==> src/hdl/scf_map.svh <==
// Constants for the serial shift engine: timing, field widths, reset values.
// Assumes a 25 MHz bus clock; included by the package and the engine.
//
// Behaviour
// - Polarity select inverts the serial clock only; edge counting is unchanged.
// - A transfer is eight bit times; phase-set bit one starts at first edge.
// - Phase set: automatic select falls half period early, rises after bit eight.
// - Automatic select exists only as master with output and fault enables set.
// - Phase set: slave drives data on select low; first edge presents bit one.
// - Phase set: even edges sample, later odd edges shift in and present next.
// - Phase set: a byte queued during a transfer follows at once, select held low.
// - Phase clear: select falls at bit one start, rises half period after bit eight.
// - Phase clear: slave drives first bit at select fall; odd sample, even shift.
// - Baud generator runs on the bus clock; prescale divisor one to eight.
// - Rate field divides the prescaler output by a power of two, 2 to 512.
// - Bit rate is bus clock over (prescale+1) times two to (rate+1).
// - The divider runs only as master during a transfer, otherwise held off.
// - With automatic select, the pin is low in transfers, high idle; no faults.
// - Bidirectional mode uses one data pin: master output pin, or slave output pin.
// - Bidirectional output enable sets direction; the pin always feeds the shifter.
// - Master with fault detect: select input low sets the fault flag.
// - Fault detect off or slave mode: select never raises a fault.
// - A fault clears master mode, floats all pins, aborts and idles.
// - A fault in bidirectional master mode clears the bidirectional output enable.
// - Status read with fault set, then control one write, clears the fault.
// - Except as phase-clear slave, the byte goes to receive buffer after the eighth shift; receive-full sets.
// - Slave deselected mid-transfer idles, floats its output, ignores the clock.
`ifndef SCF_MAP_SVH
`define SCF_MAP_SVH
`define SCF_BITS 8
`define SCF_CNT_W 4
`define SCF_EDGES 5'h10
`define SCF_PRE_W 3
`define SCF_RATE_W 4
`define SCF_RATE_MAX 4'h8
`define SCF_DIV_W 13
`define SCF_CTRL1_RST 1'b0
`endif

==> src/hdl/scf_pkg.sv <==
// Types shared by the serial shift engine.
// Assumes scf_map.svh is on the include path.
`include "scf_map.svh"
package scf_pkg;
  typedef enum logic [1:0] {SCF_IDLE, SCF_LEAD, SCF_RUN, SCF_TAIL} scf_state_t;
  typedef struct packed {
    logic master_select;
    logic clock_polarity_sel;
    logic clock_phase_sel;
    logic lsb_first_enable;
    logic select_output_enable;
    logic fault_detect_enable;
    logic bidir_pin_select;
    logic bidir_output_enable;
    logic [`SCF_PRE_W-1:0] prescale_field;
    logic [`SCF_RATE_W-1:0] rate_field;
  } scf_cfg_t;
  typedef struct packed {
    logic o;
    logic oe;
  } scf_pin_t;
endpackage

==> src/hdl/scf_engine.sv <==
// Serial shift engine: four clock formats, baud divider, select output,
// bidirectional data pin and mode fault. Pins arrive synchronous to clk.
`timescale 1ns/1ps
`default_nettype none
`include "scf_map.svh"
module scf_engine
  import scf_pkg::*;
(
  input wire logic clk,
  input wire logic rst_b,
  input wire scf_cfg_t cfg,
  input wire logic ctrl1_write,
  input wire logic status_read,
  input wire logic tx_write,
  input wire logic [7:0] tx_data,
  input wire logic rx_read,
  input wire logic sck_i,
  input wire logic mosi_i,
  input wire logic miso_i,
  input wire logic ss_b_i,
  output logic sck_o,
  output logic sck_oe,
  output logic mosi_o,
  output logic mosi_oe,
  output logic miso_o,
  output logic miso_oe,
  output logic ss_b_o,
  output logic ss_b_oe,
  output logic master_active,
  output logic bidir_oe_eff,
  output logic fault_flag,
  output logic receive_full_flag,
  output logic tx_empty,
  output logic busy,
  output logic [7:0] rx_data
);

  scf_state_t state;
  logic [7:0] shifter;
  logic [7:0] tx_buf;
  logic tx_full;
  logic sample_bit;
  logic [4:0] edge_cnt;
  logic [`SCF_DIV_W-1:0] div_cnt;
  logic sck_int;
  logic sck_prev;
  logic fault_seen;
  logic master_select_cleared;
  logic bidir_cleared;

  // The master has no separate lead-in state: select falls one cycle after
  // the load, and the first serial clock edge follows one half period later.
  // That half period is the lead required in both phase formats.
  // The tail state covers the last half period of a transfer. In phase-set
  // back-to-back mode it doubles as the first edge of the next byte, so the
  // serial clock keeps an even spacing across the byte boundary.
  // The lead state is kept in the type but is never entered.

  // Half period of the bit clock in bus cycles: (pre+1) * 2^(rate+1) / 2
  function automatic logic [`SCF_DIV_W-1:0] half_period(input logic [2:0] pre,
                                                        input logic [3:0] rate);
    logic [3:0] r;
    r = (rate > `SCF_RATE_MAX) ? `SCF_RATE_MAX : rate;
    half_period = `SCF_DIV_W'({9'h000, 1'b0, pre} + 12'h001) << r;
  endfunction

  // Output bit of the shifter in the chosen bit order
  function automatic logic out_bit(input logic [7:0] s, input logic lsb);
    out_bit = lsb ? s[0] : s[7];
  endfunction

  function automatic logic [7:0] shift_in(input logic [7:0] s, input logic lsb,
                                          input logic b);
    shift_in = lsb ? {b, s[7:1]} : {s[6:0], b};
  endfunction

  logic is_master;
  logic auto_ss;
  logic fault_now;
  logic slave_sel;
  logic sck_edge;
  logic odd_edge;
  logic data_in;
  logic hp_tick;

  assign is_master = cfg.master_select & ~master_select_cleared & ~fault_flag;
  assign auto_ss = is_master & cfg.select_output_enable & cfg.fault_detect_enable;
  // Fault only counted when select is an input, not while driving it
  assign fault_now = is_master & cfg.fault_detect_enable & ~cfg.select_output_enable
                     & ~ss_b_i;
  assign slave_sel = ~is_master & ~ss_b_i;
  assign sck_edge = ~is_master & slave_sel & ((sck_i ^ cfg.clock_polarity_sel)
                    != sck_prev);
  assign odd_edge = ~edge_cnt[0];
  // Bidirectional: master listens on its output pin, slave on its output pin
  assign data_in = cfg.bidir_pin_select ? (is_master ? mosi_i : miso_i)
                   : (is_master ? miso_i : mosi_i);
  assign hp_tick = (div_cnt == half_period(cfg.prescale_field, cfg.rate_field)
                    - `SCF_DIV_W'(1));

  // Unpolarised clock level seen at the slave pin, for edge detection
  always_ff @(posedge clk or negedge rst_b) begin
    if (!rst_b) begin
      sck_prev <= 1'b0;
    end else begin
      sck_prev <= sck_i ^ cfg.clock_polarity_sel;
    end
  end

  // Baud divider, held clear unless a master transfer is running
  always_ff @(posedge clk or negedge rst_b) begin
    if (!rst_b) begin
      div_cnt <= '0;
    end else if (!is_master || state == SCF_IDLE || hp_tick) begin
      div_cnt <= '0;
    end else begin
      div_cnt <= div_cnt + `SCF_DIV_W'(1);
    end
  end

  // Transmit buffer
  always_ff @(posedge clk or negedge rst_b) begin
    if (!rst_b) begin
      tx_buf <= 8'h00;
      tx_full <= 1'b0;
    end else if (tx_write) begin
      tx_buf <= tx_data;
      tx_full <= 1'b1;
    end else if (load_now ||
                 (state == SCF_TAIL && is_master && hp_tick && cfg.clock_phase_sel)) begin
      // Emptied when the byte is taken into the shifter, or lost to a fault in that same cycle;
      // clearing it earlier would lose a byte queued for back-to-back
      tx_full <= 1'b0;
    end
  end

  logic load_now;
  logic last_edge;
  assign load_now = tx_full & (state == SCF_IDLE) & (is_master | slave_sel);
  assign last_edge = (edge_cnt == `SCF_EDGES - 5'h01);

  // Sequencer, edge counter and shifter
  always_ff @(posedge clk or negedge rst_b) begin
    if (!rst_b) begin
      state <= SCF_IDLE;
      edge_cnt <= 5'h00;
      shifter <= 8'h00;
      sample_bit <= 1'b0;
      sck_int <= 1'b0;
    end else if (fault_now || (!is_master && !slave_sel)) begin
      state <= SCF_IDLE;
      edge_cnt <= 5'h00;
      sck_int <= 1'b0;
    end else begin
      case (state)
        SCF_IDLE: begin
          if (load_now) begin
            shifter <= tx_buf;
            edge_cnt <= 5'h00;
            // Select falls next cycle; first edge one half period later
            state <= SCF_RUN;
          end
        end
        SCF_LEAD: begin
          if (hp_tick) begin
            state <= SCF_RUN;
          end
        end
        SCF_RUN: begin
          if (is_master ? hp_tick : sck_edge) begin
            edge_cnt <= edge_cnt + 5'h01;
            if (is_master) begin
              sck_int <= ~sck_int;
            end
            // Phase set: odd edges after the first shift, even sample; phase clear: odd sample, even shift
            if (odd_edge != cfg.clock_phase_sel) begin
              sample_bit <= data_in;
            end else if (edge_cnt != 5'h00) begin
              shifter <= shift_in(shifter, cfg.lsb_first_enable, sample_bit);
            end
            if (last_edge) begin
              if (cfg.clock_phase_sel) begin
                // Last shift follows the eighth sample by half a period as master, by one cycle as slave
                state <= SCF_TAIL;
              end else begin
                shifter <= shift_in(shifter, cfg.lsb_first_enable, sample_bit);
                state <= is_master ? SCF_TAIL : SCF_IDLE;
              end
            end
          end
        end
        SCF_TAIL: begin
          if (is_master ? hp_tick : 1'b1) begin
            shifter <= cfg.clock_phase_sel ?
                       shift_in(shifter, cfg.lsb_first_enable, sample_bit) : shifter;
            edge_cnt <= 5'h00;
            if (cfg.clock_phase_sel && tx_full && is_master) begin
              // This tick is also edge one of the next byte: no pause
              shifter <= tx_buf;
              sck_int <= ~sck_int;
              edge_cnt <= 5'h01;
              state <= SCF_RUN;
            end else begin
              state <= SCF_IDLE;
            end
          end
        end
        default: state <= SCF_IDLE;
      endcase
    end
  end

  logic done;
  logic [7:0] final_byte;
  assign done = (state == SCF_TAIL) && (is_master ? hp_tick : 1'b1);
  assign final_byte = cfg.clock_phase_sel ?
                      shift_in(shifter, cfg.lsb_first_enable, sample_bit) : shifter;

  // Receive buffer; a byte arriving while full is dropped
  always_ff @(posedge clk or negedge rst_b) begin
    if (!rst_b) begin
      rx_data <= 8'h00;
      receive_full_flag <= 1'b0;
    end else if (done && !receive_full_flag) begin
      rx_data <= final_byte;
      receive_full_flag <= 1'b1;
    end else if (rx_read) begin
      receive_full_flag <= 1'b0;
    end
  end

  // Mode fault flag with its read-then-write clear; a new fault wins over the clear
  always_ff @(posedge clk or negedge rst_b) begin
    if (!rst_b) begin
      fault_flag <= 1'b0;
      fault_seen <= 1'b0;
      master_select_cleared <= 1'b0;
      bidir_cleared <= 1'b0;
    end else if (fault_now) begin
      fault_flag <= 1'b1;
      fault_seen <= 1'b0;
      master_select_cleared <= 1'b1;
      bidir_cleared <= cfg.bidir_pin_select;
    end else begin
      if (status_read && fault_flag) begin
        fault_seen <= 1'b1;
      end
      if (ctrl1_write) begin
        master_select_cleared <= 1'b0;
        bidir_cleared <= 1'b0;
        if (fault_seen) begin
          fault_flag <= 1'b0;
          fault_seen <= 1'b0;
        end
      end
    end
  end

  // Pin drivers, all registered
  logic tx_bit;
  logic bidir_eff;
  assign tx_bit = out_bit(shifter, cfg.lsb_first_enable);
  assign bidir_eff = cfg.bidir_output_enable & ~bidir_cleared;

  always_ff @(posedge clk or negedge rst_b) begin
    if (!rst_b) begin
      sck_o <= 1'b0;
      sck_oe <= 1'b0;
      mosi_o <= 1'b0;
      mosi_oe <= 1'b0;
      miso_o <= 1'b0;
      miso_oe <= 1'b0;
      ss_b_o <= 1'b1;
      ss_b_oe <= 1'b0;
      master_active <= `SCF_CTRL1_RST;
      bidir_oe_eff <= 1'b0;
      tx_empty <= 1'b1;
      busy <= 1'b0;
    end else begin
      sck_o <= sck_int ^ cfg.clock_polarity_sel;
      sck_oe <= is_master;
      mosi_o <= tx_bit;
      miso_o <= tx_bit;
      mosi_oe <= is_master & (~cfg.bidir_pin_select | bidir_eff);
      miso_oe <= slave_sel & ~fault_flag & (~cfg.bidir_pin_select | bidir_eff);
      ss_b_o <= (state == SCF_IDLE);
      ss_b_oe <= auto_ss;
      master_active <= is_master;
      bidir_oe_eff <= bidir_eff;
      tx_empty <= ~tx_full;
      busy <= (state != SCF_IDLE);
    end
  end

endmodule
`default_nettype wire

==> config.mk <==
export PLATFORM = sky130hd
export DESIGN_NAME = scf_engine
export DESIGN_NICKNAME = d
export VERILOG_FILES = /design/src/hdl/scf_pkg.sv /design/src/hdl/scf_engine.sv
export VERILOG_INCLUDE_DIRS = /design/src /design/src/hdl
export SDC_FILE = /design/constraint.sdc
export NUM_CORES = 1
export LEC_CHECK = 0
export ABC_AREA = 1
export BUFFER_PORTS_ARGS = -buffer_cell sky130_fd_sc_hd__buf_2
export CAP_MARGIN = 10
export CORE_UTILIZATION = 30
export DETAILED_ROUTE_END_ITERATION = 7
export PLACE_DENSITY_LB_ADDON = 0.12
export SETUP_SLACK_MARGIN = 0.02
export SYNTH_ARGS = -nofsm -noshare
export SYNTH_HDL_FRONTEND = slang
export SYNTH_SLANG_ARGS = --single-unit
==> constraint.sdc <==
create_clock -name clk -period 3 [get_ports clk]
set_input_delay 0.6 -clock clk [delete_from_list [all_inputs] [get_ports clk]]
set_output_delay 0.6 -clock clk [all_outputs]
set_load 0.03 [all_outputs]
Word-level counts from Yosys, hierarchy flattened. Index checks and enable logic that the tools add are counted.

Output and inout bits: 22. Logic and storage cells: 166. Bits in registers: 63. Input bits: 33.

Reductions and logical operators: 32. Bitwise gates (word level): 31. Multiplexer cells: 55. Shifts and indexed selects: 1. $add $sub $neg: 4. Magnitude comparators: 1. Eq/ne operators: 17.

Operator list (count): 8-bit 2-to-1 mux (10); 1-bit 2-to-1 mux (26); 8-bit one-hot mux with 3 select lines (1); 5-bit 2-to-1 mux (4); 2-bit 2-to-1 mux (9); 3-bit inequality test, second input constant (6); 1-bit bitwise AND (16); 5-bit one-hot mux with 3 select lines (1); 5-bit AND reduction (3); 13-bit by 1-bit adder with 13-bit output, second input constant (1); 13-bit == test (1); 13-bit 2-to-1 mux (1); 4-bit by 4-bit left shift with 13-bit output (1); 13-bit by 1-bit subtractor with 13-bit output, second input constant (1); 1-bit NOT (11); 2-bit nonzero test (5); 1-bit logical AND (9); 2-bit one-hot mux with 4 select lines (1); 4-bit AND reduction (2); 3-bit nonzero test (2); 5-bit by 1-bit adder with 5-bit output, second input constant (1); 5-bit by 4-bit == test with 1-bit output, second input constant (1); 5-bit nonzero test (1); 3-bit by 1-bit adder with 4-bit output, second input constant (1); 16 further kinds (26).

Depth between registers and ports, before layout. Gate-level depths: netlist of run 1.

Depth after elaboration: 11. Depth in mapped cells: 24. Gate-level depth less buffers: 23.

Worst setup path before layout of run 1. OpenSTA, ideal clock, no wires.

Path kind: input-to-reg. Start point: in cfg[3] (netlist bit). End point: reg shifter[7]. Stages on the path: 19. Required time: 2.883 ns. Setup slack: 0.027 ns. Arrival time: 2.856 ns. Setup time: 0.117 ns. Path buffers: 2. Cell sequence: buf_6 > inv_6 > nand2_8 > clkinv_4 > nor2_2 > nand2_2 > ha_1 > xor2_1 > nand2_1 > a21oi_1 > a21boi_0 > nand2_1 > nor3_1 > nand3_1 > a21oi_2 > nand3_4 > buf_6 > nand2_1 > o21ai_2.

Longest elaborated chain between the ends: 8. Elaborated cells between the ends (all ways): 10. Those cells by class: add/sub: 1; order compare: 1; eq/ne: 3; shift: 1; mux: 3; reduce/logical: 1.

Ends and longest elaborated chain: start, declared (line scf_engine.sv:11) `input wire scf_cfg_t cfg,`; 4-bit > comparator (no line); 4-bit 2-to-1 mux (*) (line scf_engine.sv:63) `` r = (rate > `SCF_RATE_MAX) ? `SCF_RATE_MAX : rate; ``; 4-bit by 4-bit left shift with 13-bit output (no line) (*); 13-bit by 1-bit subtractor with 13-bit output (*) (line scf_engine.sv:98) `assign hp_tick = (div_cnt == half_period(cfg.prescale_field, cfg.rate_field)`; 13-bit == test (*) (line scf_engine.sv:98); 1-bit 2-to-1 mux (on tied branches) (line scf_engine.sv:193, scf_engine.sv:170); 2-bit by 1-bit inequality test with 1-bit output (no line) / 2-bit inequality test (equally long branches); 5-bit AND reduction (no line) (*); end signal, assigned (line scf_engine.sv:186) `shifter <= shift_in(shifter, cfg.lsb_first_enable, sample_bit);`; end signal, assigned (line scf_engine.sv:194) `shifter <= cfg.clock_phase_sel ?`; end signal, assigned (line scf_engine.sv:199) `shifter <= tx_buf;`; end, declared (line scf_engine.sv:39) `logic [7:0] shifter;`.

Every way passes the cells marked *; elsewhere a longest branch is shown, timed or not. A chain may end at the register's enable or synchronous reset.

Worst setup path after layout of run 1.
Start point: in cfg[4] (netlist bit). End point: reg edge_cnt[1].

Longest elaborated chain between the ends: 7. Elaborated cells between the ends (all ways): 9. Those cells by class: add/sub: 2; eq/ne: 3; shift: 1; mux: 2; reduce/logical: 1.

Ends and longest elaborated chain: 3-bit by 1-bit adder with 4-bit output (*) (line scf_engine.sv:64) `` half_period = `SCF_DIV_W'({9'h000, 1'b0, pre} + 12'h001) << r; ``; 4-bit by 4-bit left shift with 13-bit output (no line) (*); 13-bit by 1-bit subtractor with 13-bit output (*) (line scf_engine.sv:98); 13-bit == test (*) (line scf_engine.sv:98); 1-bit 2-to-1 mux (on tied branches) (line scf_engine.sv:193, scf_engine.sv:170); 3-bit by 2-bit inequality test with 1-bit output (no line) / 3-bit inequality test (equally long branches); 4-bit AND reduction (no line) (*); end signal, assigned (line scf_engine.sv:171) `edge_cnt <= edge_cnt + 5'h01;`; end, declared (line scf_engine.sv:43) `logic [4:0] edge_cnt;`.

Marks and branches as above.

==> results.md, run 1 <==
* Status: complete, no violations
* Share of the synthesized area in the top cell type at 0.350
* Post-DR wirelength/cell at 13.2 um
* Clock buffer depth at 2
* Yosys warns at 0
* Post-synthesis cell count at 616
* Crit path required time at 3230 ps
* MaxCap Viol Count at 0
* Largest net degree at the start of global routing at 25
* First-pass GRT wire length at 19.6 mm
* Crit-path slowest cell: ha_4
* RSZ-0062 raised after global routing: true
* Final Hold Fails at 0
* Clock root cell: clkbuf_16
* Crit path top cell by count: nand2_1
* Placed wire-length estimate at 9.17 mm
* Core area at 14,000 um2
* Cell Int Power at 2.51 mW
* Setup Crit Path Kind: in -> reg
* Grt total ovfl at 0
* Hold Crit Class: in -> async
* Area contributors post-synth: dfrtp_1, nand2_1, inv_1, nand3_1, o21ai_0
* Slew margin rel. at 0.631
* Clock-pin slew on the worst setup and hold paths at 60 ps
* DR DRC count at 0
* CTS tree: done
* Clk_skew at 10.8 ps
* Clock power frac at 0.268
* FF+latch count, synth at 63
* Die width at 122 um
* Initial antenna violation count at 0
* R2r setup slk at 530 ps
* CP startpoint kind: primary input
* Syn nets at 659
* Worst reg2reg path endpoint: shifter[5]
* Cell accounting for the most synthesized area: dfrtp_1
* Layout cell share with drive strength beyond 1 at 0.271
* Starting Density at 0.310
* Setup-failing EPs final at 0
* DR vias/cell at 4.73
* Port Buffer Count at 54
* Overall via count from detail_route at 4,261
* Antenna cells at 0
* CP arrival at 3140 ps
* Cell Chain, Critical Path: buf_8 -> ha_4 -> inv_2 -> nand2_2 -> nand4_1 -> ha_4 -> xor2_1 -> nand2_1 -> a21oi_2 -> nand3_1 -> nor2_1 -> nand3_1 -> nor2_2 -> nand3_2 -> nand2_2 -> nand2_4 -> nand2_4 -> nand4_1 -> nand2_1 -> nand2_1
* Sw Ratio at 0.422
* Syn Std Cell Area at 4360 um2
* Sw Pwr at 1.84 mW
* Max Clk Rate at 0.344 GHz
* CTS buffer count at 9
* DRT iter0 DRCs at 276
* Final period utilization at 0.969
* Number of global-route vias before repair at 4,091
* Cell family with most CP delay: simple AND/OR/NAND/NOR gates
* CP max stage delay at 350 ps
* Clock H-tree levels at 3
* Synth cell types at 43
* Worst IR drop on VDD at 335 uV
* Area Overhead vs Synth at 29.6%
* Sequential share of power at 0.283
* Total GRT Usage at 0.170
* Height of the die at 122 um
* Part of the power in combinational logic at 0.449
* Ports at 55
* Die area at 15,000 um2
* Max-slew violations at 0
* Final min period at 2910 ps
* R2R Path Start: edge_cnt[0]
* Pwr dens at 771 nW/um2
* TritonRoute pass-1 iters at 5
* CP endpoint kind: register
* Rows at 43
* # nets final at 758
* Fin cells at 900
* Later-pin clock latency in the skew report at 340 ps
* Post-Syn Area per Cell at 7.07 um2
* Sequential area share after synthesis at 0.363
* Filler cells at 1,453
* Final WL at 11.9 mm
* Worst-Margin Slew at 554 ps
* Total clock sinks at 63
* Worst-path fanout max at 5
* Placed insts at 877
* Lkg Pwr at 2.84 nW
* Routed Antenna Nets at 0
* RD Place Congestion at 0.859
* Setup_tns at 0 ps
* WP buf/inv at 2
* Worst reg2reg path depth at 10
worst max-delay path by stage:
stage	cells past startpoint	end	startpoint
after floorplan	19	shifter[7]	cfg[3]
after global placement	17	shifter[4]	cfg[5]
after detailed placement	17	shifter[7]	cfg[5]
after CTS	17	shifter[7]	cfg[5]
after global routing	20	edge_cnt[1]	cfg[4]
final	20	edge_cnt[1]	cfg[4]
area by class of cell:
class | instances | area, um2 | area share
Multi-Input combinational cell | 457 | 2530 | 0.448
Sequential cell | 63 | 1580 | 0.280
Timing Repair Buffer | 99 | 653 | 0.116
Inverter | 85 | 329 | 0.0583
Clock buffer | 10 | 239 | 0.0423
Tap cell | 180 | 225 | 0.0399
Clock inverter | 6 | 92.6 | 0.0164
state kept, by name, indices dropped and copies added (netlist names), 2 cells and up:
register / cells
div_cnt: 13
tx_buf: 8
edge_cnt: 5
shifter: 8
rx_data: 8
state: 2
cell usage after synthesis, drive strengths merged:
cell type  count
clkinv         2
mux2i          1
or2            1
inv           83
o21ai         57
ha            10
clkbuf         6
o22ai          2
a21boi         2
nor3b          5
nand4         12
o21a           1
a221oi         1
dfrtp         61
nor3          11
mux2           1
nand3b         3
o221a          6
a21oi         22
nand2        189
xnor2          1
nand3         61
o32ai          1
dfstp          2
and3           1
xor2          10
buf            6
nor2          58
metrics by stage:
step | area, um2 | power (mW) | util | setup slack [ps] | hold WS (ps)
CTS | 5460 | 4.30 | 0.388 | 48.5 | 239
floorplan | 4360 | 2.54 | - | 26.6 | 304
finish | 5650 | 4.35 | 0.402 | 92.1 | 226
global placement | 5100 | 3.03 | 0.363 | -266 | 429
detailed placement | 5100 | 3.05 | 0.363 | -326 | 431
global route | 5650 | 4.67 | 0.402 | -102 | 263
layer usage:
| layer | up-vias | part of all wire | GRT usage |
|---|---|---|---|
| met4 | 0 | 0.019 | 0.0655 |
| met2 | 64 | 0.45 | 0.267 |
| met1 | 1974 | 0.50 | 0.231 |
| met5 | - | 0 | 0 |
| met3 | 18 | 0.030 | 0.0297 |
| li1 | 2205 | - | - |
cells in the final DEF, fill, tap and decap left out, types with 9 or more instances in the layout:
master / n
nand2_1: 171
inv_1: 74
dfrtp_1: 61
buf_2: 52
nand3_1: 48
nor2_1: 46
buf_4: 43
o21ai_0: 39
a21oi_1: 20
nand2_2: 14
nand4_1: 12
xor2_1: 10
nor3_1: 9
nand3_2: 9
o21ai_1: 9
o21ai_2: 9
clkbuf_16: 9
power groups by stage:
stage / clock network, mW / registers [mW] / logic, mW
floorplan: 0 / 1.40 / 1.14
global placement: 0 / 1.23 / 1.80
detailed placement: 0 / 1.24 / 1.81
CTS: 1.20 / 1.23 / 1.87
global route: 1.23 / 1.26 / 2.17
finish: 1.17 / 1.23 / 1.95
kinds of logic after synthesis:
kind of cell / share of synthesized area
compound gates: 0.127
xor+xnor: 0.0221
fa+ha+maj: 0.0287
buf+inv: 0.0916
flops: 0.363
mux: 0.00488
simple gates: 0.363
timing repair:
action | in CTS | in global routing
pin swaps | 1 | 24
gates resized for setup | 2 | 36
endpoints found under the hold margin | 0 | 0
hold buffers | 0 | 0
buffers inserted | 0 | 6
endpoints found under the setup margin | 1 | 30
gates cloned | 1 | 0
(Power assumes the default switching activity.)
==> run 2: changes to the inputs <==
CORE_ASPECT_RATIO = 1.1   (was not set)
==> results.md, run 2 (synthesis results as in run 1) <==
* R2r setup slk at 520 ps (about the same)
* CP startpoint kind: primary input
* Routed Antenna Nets at 0 (unchanged)
* Placed insts at 887 (+1.1%)
* Ports at 55 (unchanged)
* Area Overhead vs Synth at 27.4%
* Crit path top cell by count: nand2_1
* Worst IR drop on VDD at 453 uV (+35%)
* Overall via count from detail_route at 4,216 (-1.1%)
* Pwr dens at 756 nW/um2 (-1.9%)
* Clk_skew at 9.40 ps (-1.42 ps)
* Commonest non-fill, non-tap cell in the layout: nand2_1
* MaxCap Viol Count at 0 (unchanged)
* Part of the power in combinational logic at 0.454 (+0.005)
* DR vias/cell at 4.66 (-1.6%)
* Antenna cells at 0 (unchanged)
* Hold Crit Class: in -> async
* First-pass GRT wire length at 19.3 mm (-1.9%)
* DR DRC count at 0 (unchanged)
* Die width at 117 um (-4.6%)
* Slew margin rel. at 0.678 (+0.0469)
* Crit. path cell count at 18 (-10%)
* Initial antenna violation count at 0 (unchanged)
* CP arrival at 3010 ps (-130 ps)
* Worst-Margin Slew at 478 ps (-75.4 ps)
* Height of the die at 128 um (+4.8%)
* Starting Density at 0.312 (+0.00175)
* Final period utilization at 0.934 (-0.0348)
* Critical path origin: cfg[4]
* Status: complete, no violations
* Largest net degree at the start of global routing at 29 (+16%)
* Biggest register: div_cnt
* Crit path required time at 3210 ps (-20 ps)
* Sw Pwr at 1.77 mW (-3.6%)
* Layout cell share with drive strength beyond 1 at 0.254 (-0.0170)
* Final WL at 11.6 mm (-2.6%)
* R2R Path Start: edge_cnt[0]
* Rows at 45 (+4.7%)
* Most frequent cells in the layout: nand2_1, inv_1, dfrtp_1, buf_2, nand3_1
* Port Buffer Count at 54 (unchanged)
* RSZ-0062 raised after global routing: true
* Filler cells at 1,533 (+5.5%)
* Sw Ratio at 0.422 (about the same)
* Crit-path slowest cell: ha_1
* DRT iter0 DRCs at 192 (-30%)
* Setup-failing EPs final at 0 (unchanged)
* Total clock sinks at 63 (unchanged)
* Total GRT Usage at 0.166 (-0.00345)
* Area of the multi-input gates at 2450 um2 (-3.2%)
* Clock root cell: clkbuf_16
* Cell Chain, Critical Path: buf_8 -> ha_4 -> inv_2 -> nand2_1 -> nand4_1 -> ha_1 -> xor2_1 -> nand2_1 -> a21oi_2 -> a21boi_0 -> nand2_1 -> nor3_2 -> nand3_2 -> a21oi_4 -> nand3_4 -> buf_12 -> nand2_1 -> o21ai_2
* CTS tree: done
* Worst reg2reg path depth at 11 (+1)
* Sequential share of power at 0.291 (+0.008)
* Number of global-route vias before repair at 4,161 (+1.7%)
* Grt total ovfl at 0 (unchanged)
* Clock H-tree levels at 3 (unchanged)
* Later-pin clock latency in the skew report at 330 ps (about the same)
* Cell family with most CP delay: simple AND/OR/NAND/NOR gates
* Final min period at 2800 ps (-105 ps)
* Worst reg2reg path endpoint: shifter[7]
* Cell Int Power at 2.42 mW (-3.6%)
* # nets final at 755 (-0.40%)
* Worst-path fanout max at 16 (+11)
* Final core utilization at 0.397 (-0.00472)
* Max Clk Rate at 0.357 GHz (+3.7%)
* RD Place Congestion at 0.881 (+2.5%)
* TritonRoute pass-1 iters at 4 (-1)
* CP endpoint kind: register
* Post-DR wirelength/cell at 12.8 um (-3.1%)
* Placed wire-length estimate at 9.25 mm (+0.86%)
* Final Hold Fails at 0 (unchanged)
* Max-slew violations at 0 (unchanged)
* Largest register FFs at 13 (unchanged)
* CP max stage delay at 320 ps (-30 ps)
* Crit path capture: shifter[4]
* Clock-pin slew on the worst setup and hold paths at 60 ps (about the same)
* CTS buffer count at 9 (unchanged)
* Sequential Area at 1580 um2 (unchanged)
* Core area at 14,000 um2 (-0.56%)
* Setup Crit Path Kind: in -> reg
* WP buf/inv at 3 (+1)
* Lkg Pwr at 2.82 nW (-0.84%)
* Fin cells at 905 (+0.56%)
* Clock power frac at 0.255 (-0.013)
* Die area at 15,000 um2 (about the same)
* Clock buffer depth at 2 (unchanged)
==> run 2: cell count changes in the layout (fill, tap and decap cells not counted), moves of 2 or more <==
cell	previous run	this run
nor2_4	6	4
nand3_4	5	2
buf_4	43	40
nand2_1	171	177
nand3_2	9	11
nand2_2	14	8
==> run 2: layer usage <==
layer | vias to the layer above | wire length, um | track usage
met4 | 0 | 221 | 0.0655
met2 | 68 | 5900 | 0.303
met1 | 1945 | 5200 | 0.192
li1 | 2191 | - | -
met5 | - | 0 | 0
met3 | 12 | 283 | 0.0287
==> run 2: metrics by stage <==
stage	power (mW)	setup WS, ps	instance area [um2]	setup TNS [ps]	hold WS, ps
floorplan	2.54	26.6	4360	0	304
global placement	3.04	-336	5120	-5390	436
detailed placement	3.06	-426	5120	-8180	434
CTS	4.21	60.3	5460	0	131
global route	4.49	-10.4	5550	-10.4	148
finish	4.19	197	5550	0	136
==> run 2: worst min path at each step <==
stage | startpoint | end | slack [ps] | cells after the start
after floorplan | rst_b | bidir_cleared | 300 | 0
after global placement | bidir_cleared | bidir_oe_eff | 440 | 1
after detailed placement | tx_full | tx_empty | 430 | 1
after CTS | rst_b | div_cnt[0] | 130 | 1
after global routing | rst_b | div_cnt[2] | 150 | 1
final | rst_b | div_cnt[2] | 140 | 1
==> run 2: timing repair <==
action	in CTS	in global routing
pin swaps	2	16
setup endpoints to repair	9	17
buffers inserted	1	1
hold buffers	0	0
resized for setup	1	19
==> run 2: power by group through the flow <==
stage	registers [mW]	logic (mW)	clock network [mW]
CTS	1.22	1.88	1.10
finish	1.22	1.90	1.07
global placement	1.23	1.81	0
floorplan	1.40	1.14	0
detailed placement	1.24	1.82	0
global route	1.25	2.10	1.13
==> run 2: area by class of cell <==
class                      count  share of cell area
multi-input combinational    456               0.441
sequential                    63               0.285
tap                          188              0.0424
clock buffer                  10              0.0431
clock inverter                 6              0.0124
timing repair buffer          97               0.117
inverter                      85              0.0593
==> run 3: changes to the inputs <==
ABC_AREA = not set   (was 1)
==> results.md, run 3 <==
* Die area at 14,300 um2 (-5.0%)
* Post-Syn Area per Cell at 9.51 um2 (+34%)
* Starting Density at 0.310 (-0.00153)
* Syn nets at 478 (-27%)
* Ports at 55 (unchanged)
* Total GRT Usage at 0.174 (+0.00712)
* Cell family with most CP delay: simple AND/OR/NAND/NOR gates
* Yosys warns at 0 (unchanged)
* Status: finished with violations
* Area of the multi-input gates at 2680 um2 (+9.6%)
* FF+latch count, synth at 63 (unchanged)
* Post-synth EDFFs at 0 (unchanged)
* DR vias/cell at 5.16 (+11%)
* Grt total ovfl at 0 (unchanged)
* CP arrival at 3730 ps (+720 ps)
* Layout cell share with drive strength beyond 1 at 0.406 (+0.152)
* Sequential area share after synthesis at 0.382 (+0.0193)
* First-pass GRT wire length at 19.7 mm (+2.1%)
* Crit path top cell by count: nor2_2
* Port Buffer Count at 54 (unchanged)
* Final core utilization at 0.436 (+0.0390)
* TritonRoute pass-1 iters at 4 (unchanged)
* Max Clk Rate at 0.285 GHz (-20%)
* WP buf/inv at 2 (-1)
* Most frequent cells in the layout: buf_4, dfrtp_1, buf_2, nor2_1, mux2_2
* Later-pin clock latency in the skew report at 330 ps (about the same)
* Rows at 44 (-2.2%)
* Worst IR drop on VDD at 412 uV (-9.0%)
* DRT iter0 DRCs at 189 (-1.6%)
* Initial antenna violation count at 0 (unchanged)
* Setup Crit Path Kind: in -> reg
* CP endpoint kind: register
* Worst-Margin Slew at 600 ps (+122 ps)
* Pwr dens at 619 nW/um2 (-18%)
* Largest register FFs at 13 (unchanged)
* CTS buffer count at 9 (unchanged)
* Final period utilization at 1.17 (+0.236)
* Largest net degree at the start of global routing at 64 (+120%)
* Final min period at 3510 ps (+709 ps)
* Clock root cell: clkbuf_16
* Sequential Area at 1580 um2 (unchanged)
* Crit-path slowest cell: or4_4
* Core area at 13,300 um2 (-4.6%)
* Final worst setup slack at -513 ps (-709 ps)
* Max-slew violations at 0 (unchanged)
* RD Place Congestion at 0.855 (-2.9%)
* CP startpoint kind: primary input
* Clock H-tree levels at 3 (unchanged)
* Crit path required time at 3220 ps (about the same)
* Syn Std Cell Area at 4140 um2 (-5.1%)
* Top-count cell post-synth: dfrtp_1
* Area contributors post-synth: dfrtp_1, mux2_2, xnor2_1, nor2_1, ha_1
* Overall via count from detail_route at 3,850 (-8.7%)
* Slew margin rel. at 0.597 (-0.0811)
* Failing checks: setup timing
* RSZ-0062 raised after global routing: true
* Height of the die at 125 um (-2.5%)
* # nets final at 600 (-21%)
* Filler cells at 1,336 (-13%)
* Number of global-route vias before repair at 3,923 (-5.7%)
* Antenna cells at 0 (unchanged)
* Most common library cells after synthesis: dfrtp_1, nor2_1, mux2_2
* Routed Antenna Nets at 0 (unchanged)
* MaxCap Viol Count at 0 (unchanged)
* Clock buffer depth at 2 (unchanged)
* Setup-failing EPs final at 40 (+40)
* Hold slack final at 269 ps (+133 ps)
* Synth cell types at 66 (+53%)
* Post-DR wirelength/cell at 15.9 um (+24%)
* Total clock sinks at 63 (unchanged)
* CP max stage delay at 560 ps (+240 ps)
* Worst-path fanout max at 9 (-7)
* Clk_skew at 4.22 ps (-5.18 ps)
* CTS tree: done
* Placed wire-length estimate at 8.58 mm (-7.2%)
* Post-synth ARST share at 1.00 (unchanged)
* Commonest non-fill, non-tap cell in the layout: buf_4
* Area Overhead vs Synth at 40.6%
* Final WL at 11.9 mm (+2.3%)
* Biggest register: div_cnt
* Cts hold-fix bufs at 0 (unchanged)
* Ys flop type: dfrtp_1
* Cell Chain, Critical Path: buf_8 -> ha_4 -> xor2_4 -> o2111a_2 -> a2bb2oi_4 -> nor2_2 -> nand3b_1 -> o32a_1 -> or4_4 -> nor4b_4 -> nor2_2 -> nor3_4 -> buf_12 -> mux2_4
* Clock-pin slew on the worst setup and hold paths at 60 ps (about the same)
* Post-synthesis cell count at 435 (-29%)
* Final Hold Fails at 0 (unchanged)
* Hold Crit Class: in -> async
* Cell accounting for the most synthesized area: dfrtp_1
* Die width at 114 um (-2.5%)
* DR DRC count at 0 (unchanged)
* Lkg Pwr at 2.58 nW (-8.3%)
* Share of the synthesized area in the top cell type at 0.369 (+0.0187)
run 3: cells by family (layout without fill, tap and decap cells):
group | after synthesis | after routing | synth area share
AOI/OAI and AO/OA | 107 | 107 | 0.196
xor gates and xnor gates | 30 | 30 | 0.0635
adders and majority gates | 10 | 10 | 0.0303
buffers and inverters | 41 | 168 | 0.0411
DFF | 63 | 63 | 0.382
muxes | 35 | 35 | 0.0947
and+or+nand+nor | 149 | 149 | 0.192
run 3: through the flow:
stage,power (mW),TNS (ps),area (um2),setup slack [ps],instances
global route,3.79,-21830,5810,-659,746
global placement,2.42,-31870,5150,-954,713
finish,3.60,-16070,5810,-513,746
floorplan,1.99,-22220,4280,-868,435
detailed placement,2.43,-35170,5150,-1040,713
CTS,3.59,-17080,5730,-557,743
run 3: worst paths after layout:
check	end	cells after the start	start	slack [ps]
max in group asynchronous	tx_empty	2	rst_b	2410
setup reg to reg	rx_data[7]	11	div_cnt[4]	150
min in group clk	bidir_oe_eff	1	bidir_cleared	450
hold reg to reg	bidir_oe_eff	1	bidir_cleared	450
hold / removal	mosi_oe	2	rst_b	270
setup / recovery	rx_data[7]	14	cfg[4]	-510
run 3: worst register-to-register path, cell delays in order (launching register included):
cell,delay (ps)
dfrtp_1,490
o21ai_0,120
nand2_1,70
a21oi_1,40
o31ai_1,250
o311ai_1,140
or4_4,520
nor4b_4,370
nor2_2,90
nor3_4,160
buf_12,170
mux2_4,310
run 3: layer usage:
metal | track usage | part of all wire | wire length [um]
met2 | 0.309 | 0.51 | 6090
met3 | 0.0291 | 0.030 | 354
met4 | 0.0649 | 0.021 | 249
met5 | 0 | 0 | 0
met1 | 0.207 | 0.44 | 5170
run 3: layout make-up:
cell class,count,area share
multi-input combinational,331,0.461
sequential,63,0.272
timing repair buffer,133,0.164
tap,184,0.0396
clock buffer,9,0.0387
clock inverter,7,0.0123
inverter,19,0.0123
run 3: report_power, final:
part | internal (mW) | switching (mW) | total, mW
Sequential | 1.01 | 0.133 | 1.14
Clock | 0.642 | 0.393 | 1.03
Combinational | 0.636 | 0.784 | 1.42
run 3: what timing repair did:
action	CTS	global route
setup buffers	13	3
resized for setup	37	13
pin swaps	22	5
gates cloned	1	0
endpoints found under the setup margin	40	40
endpoints found under the hold margin	0	0
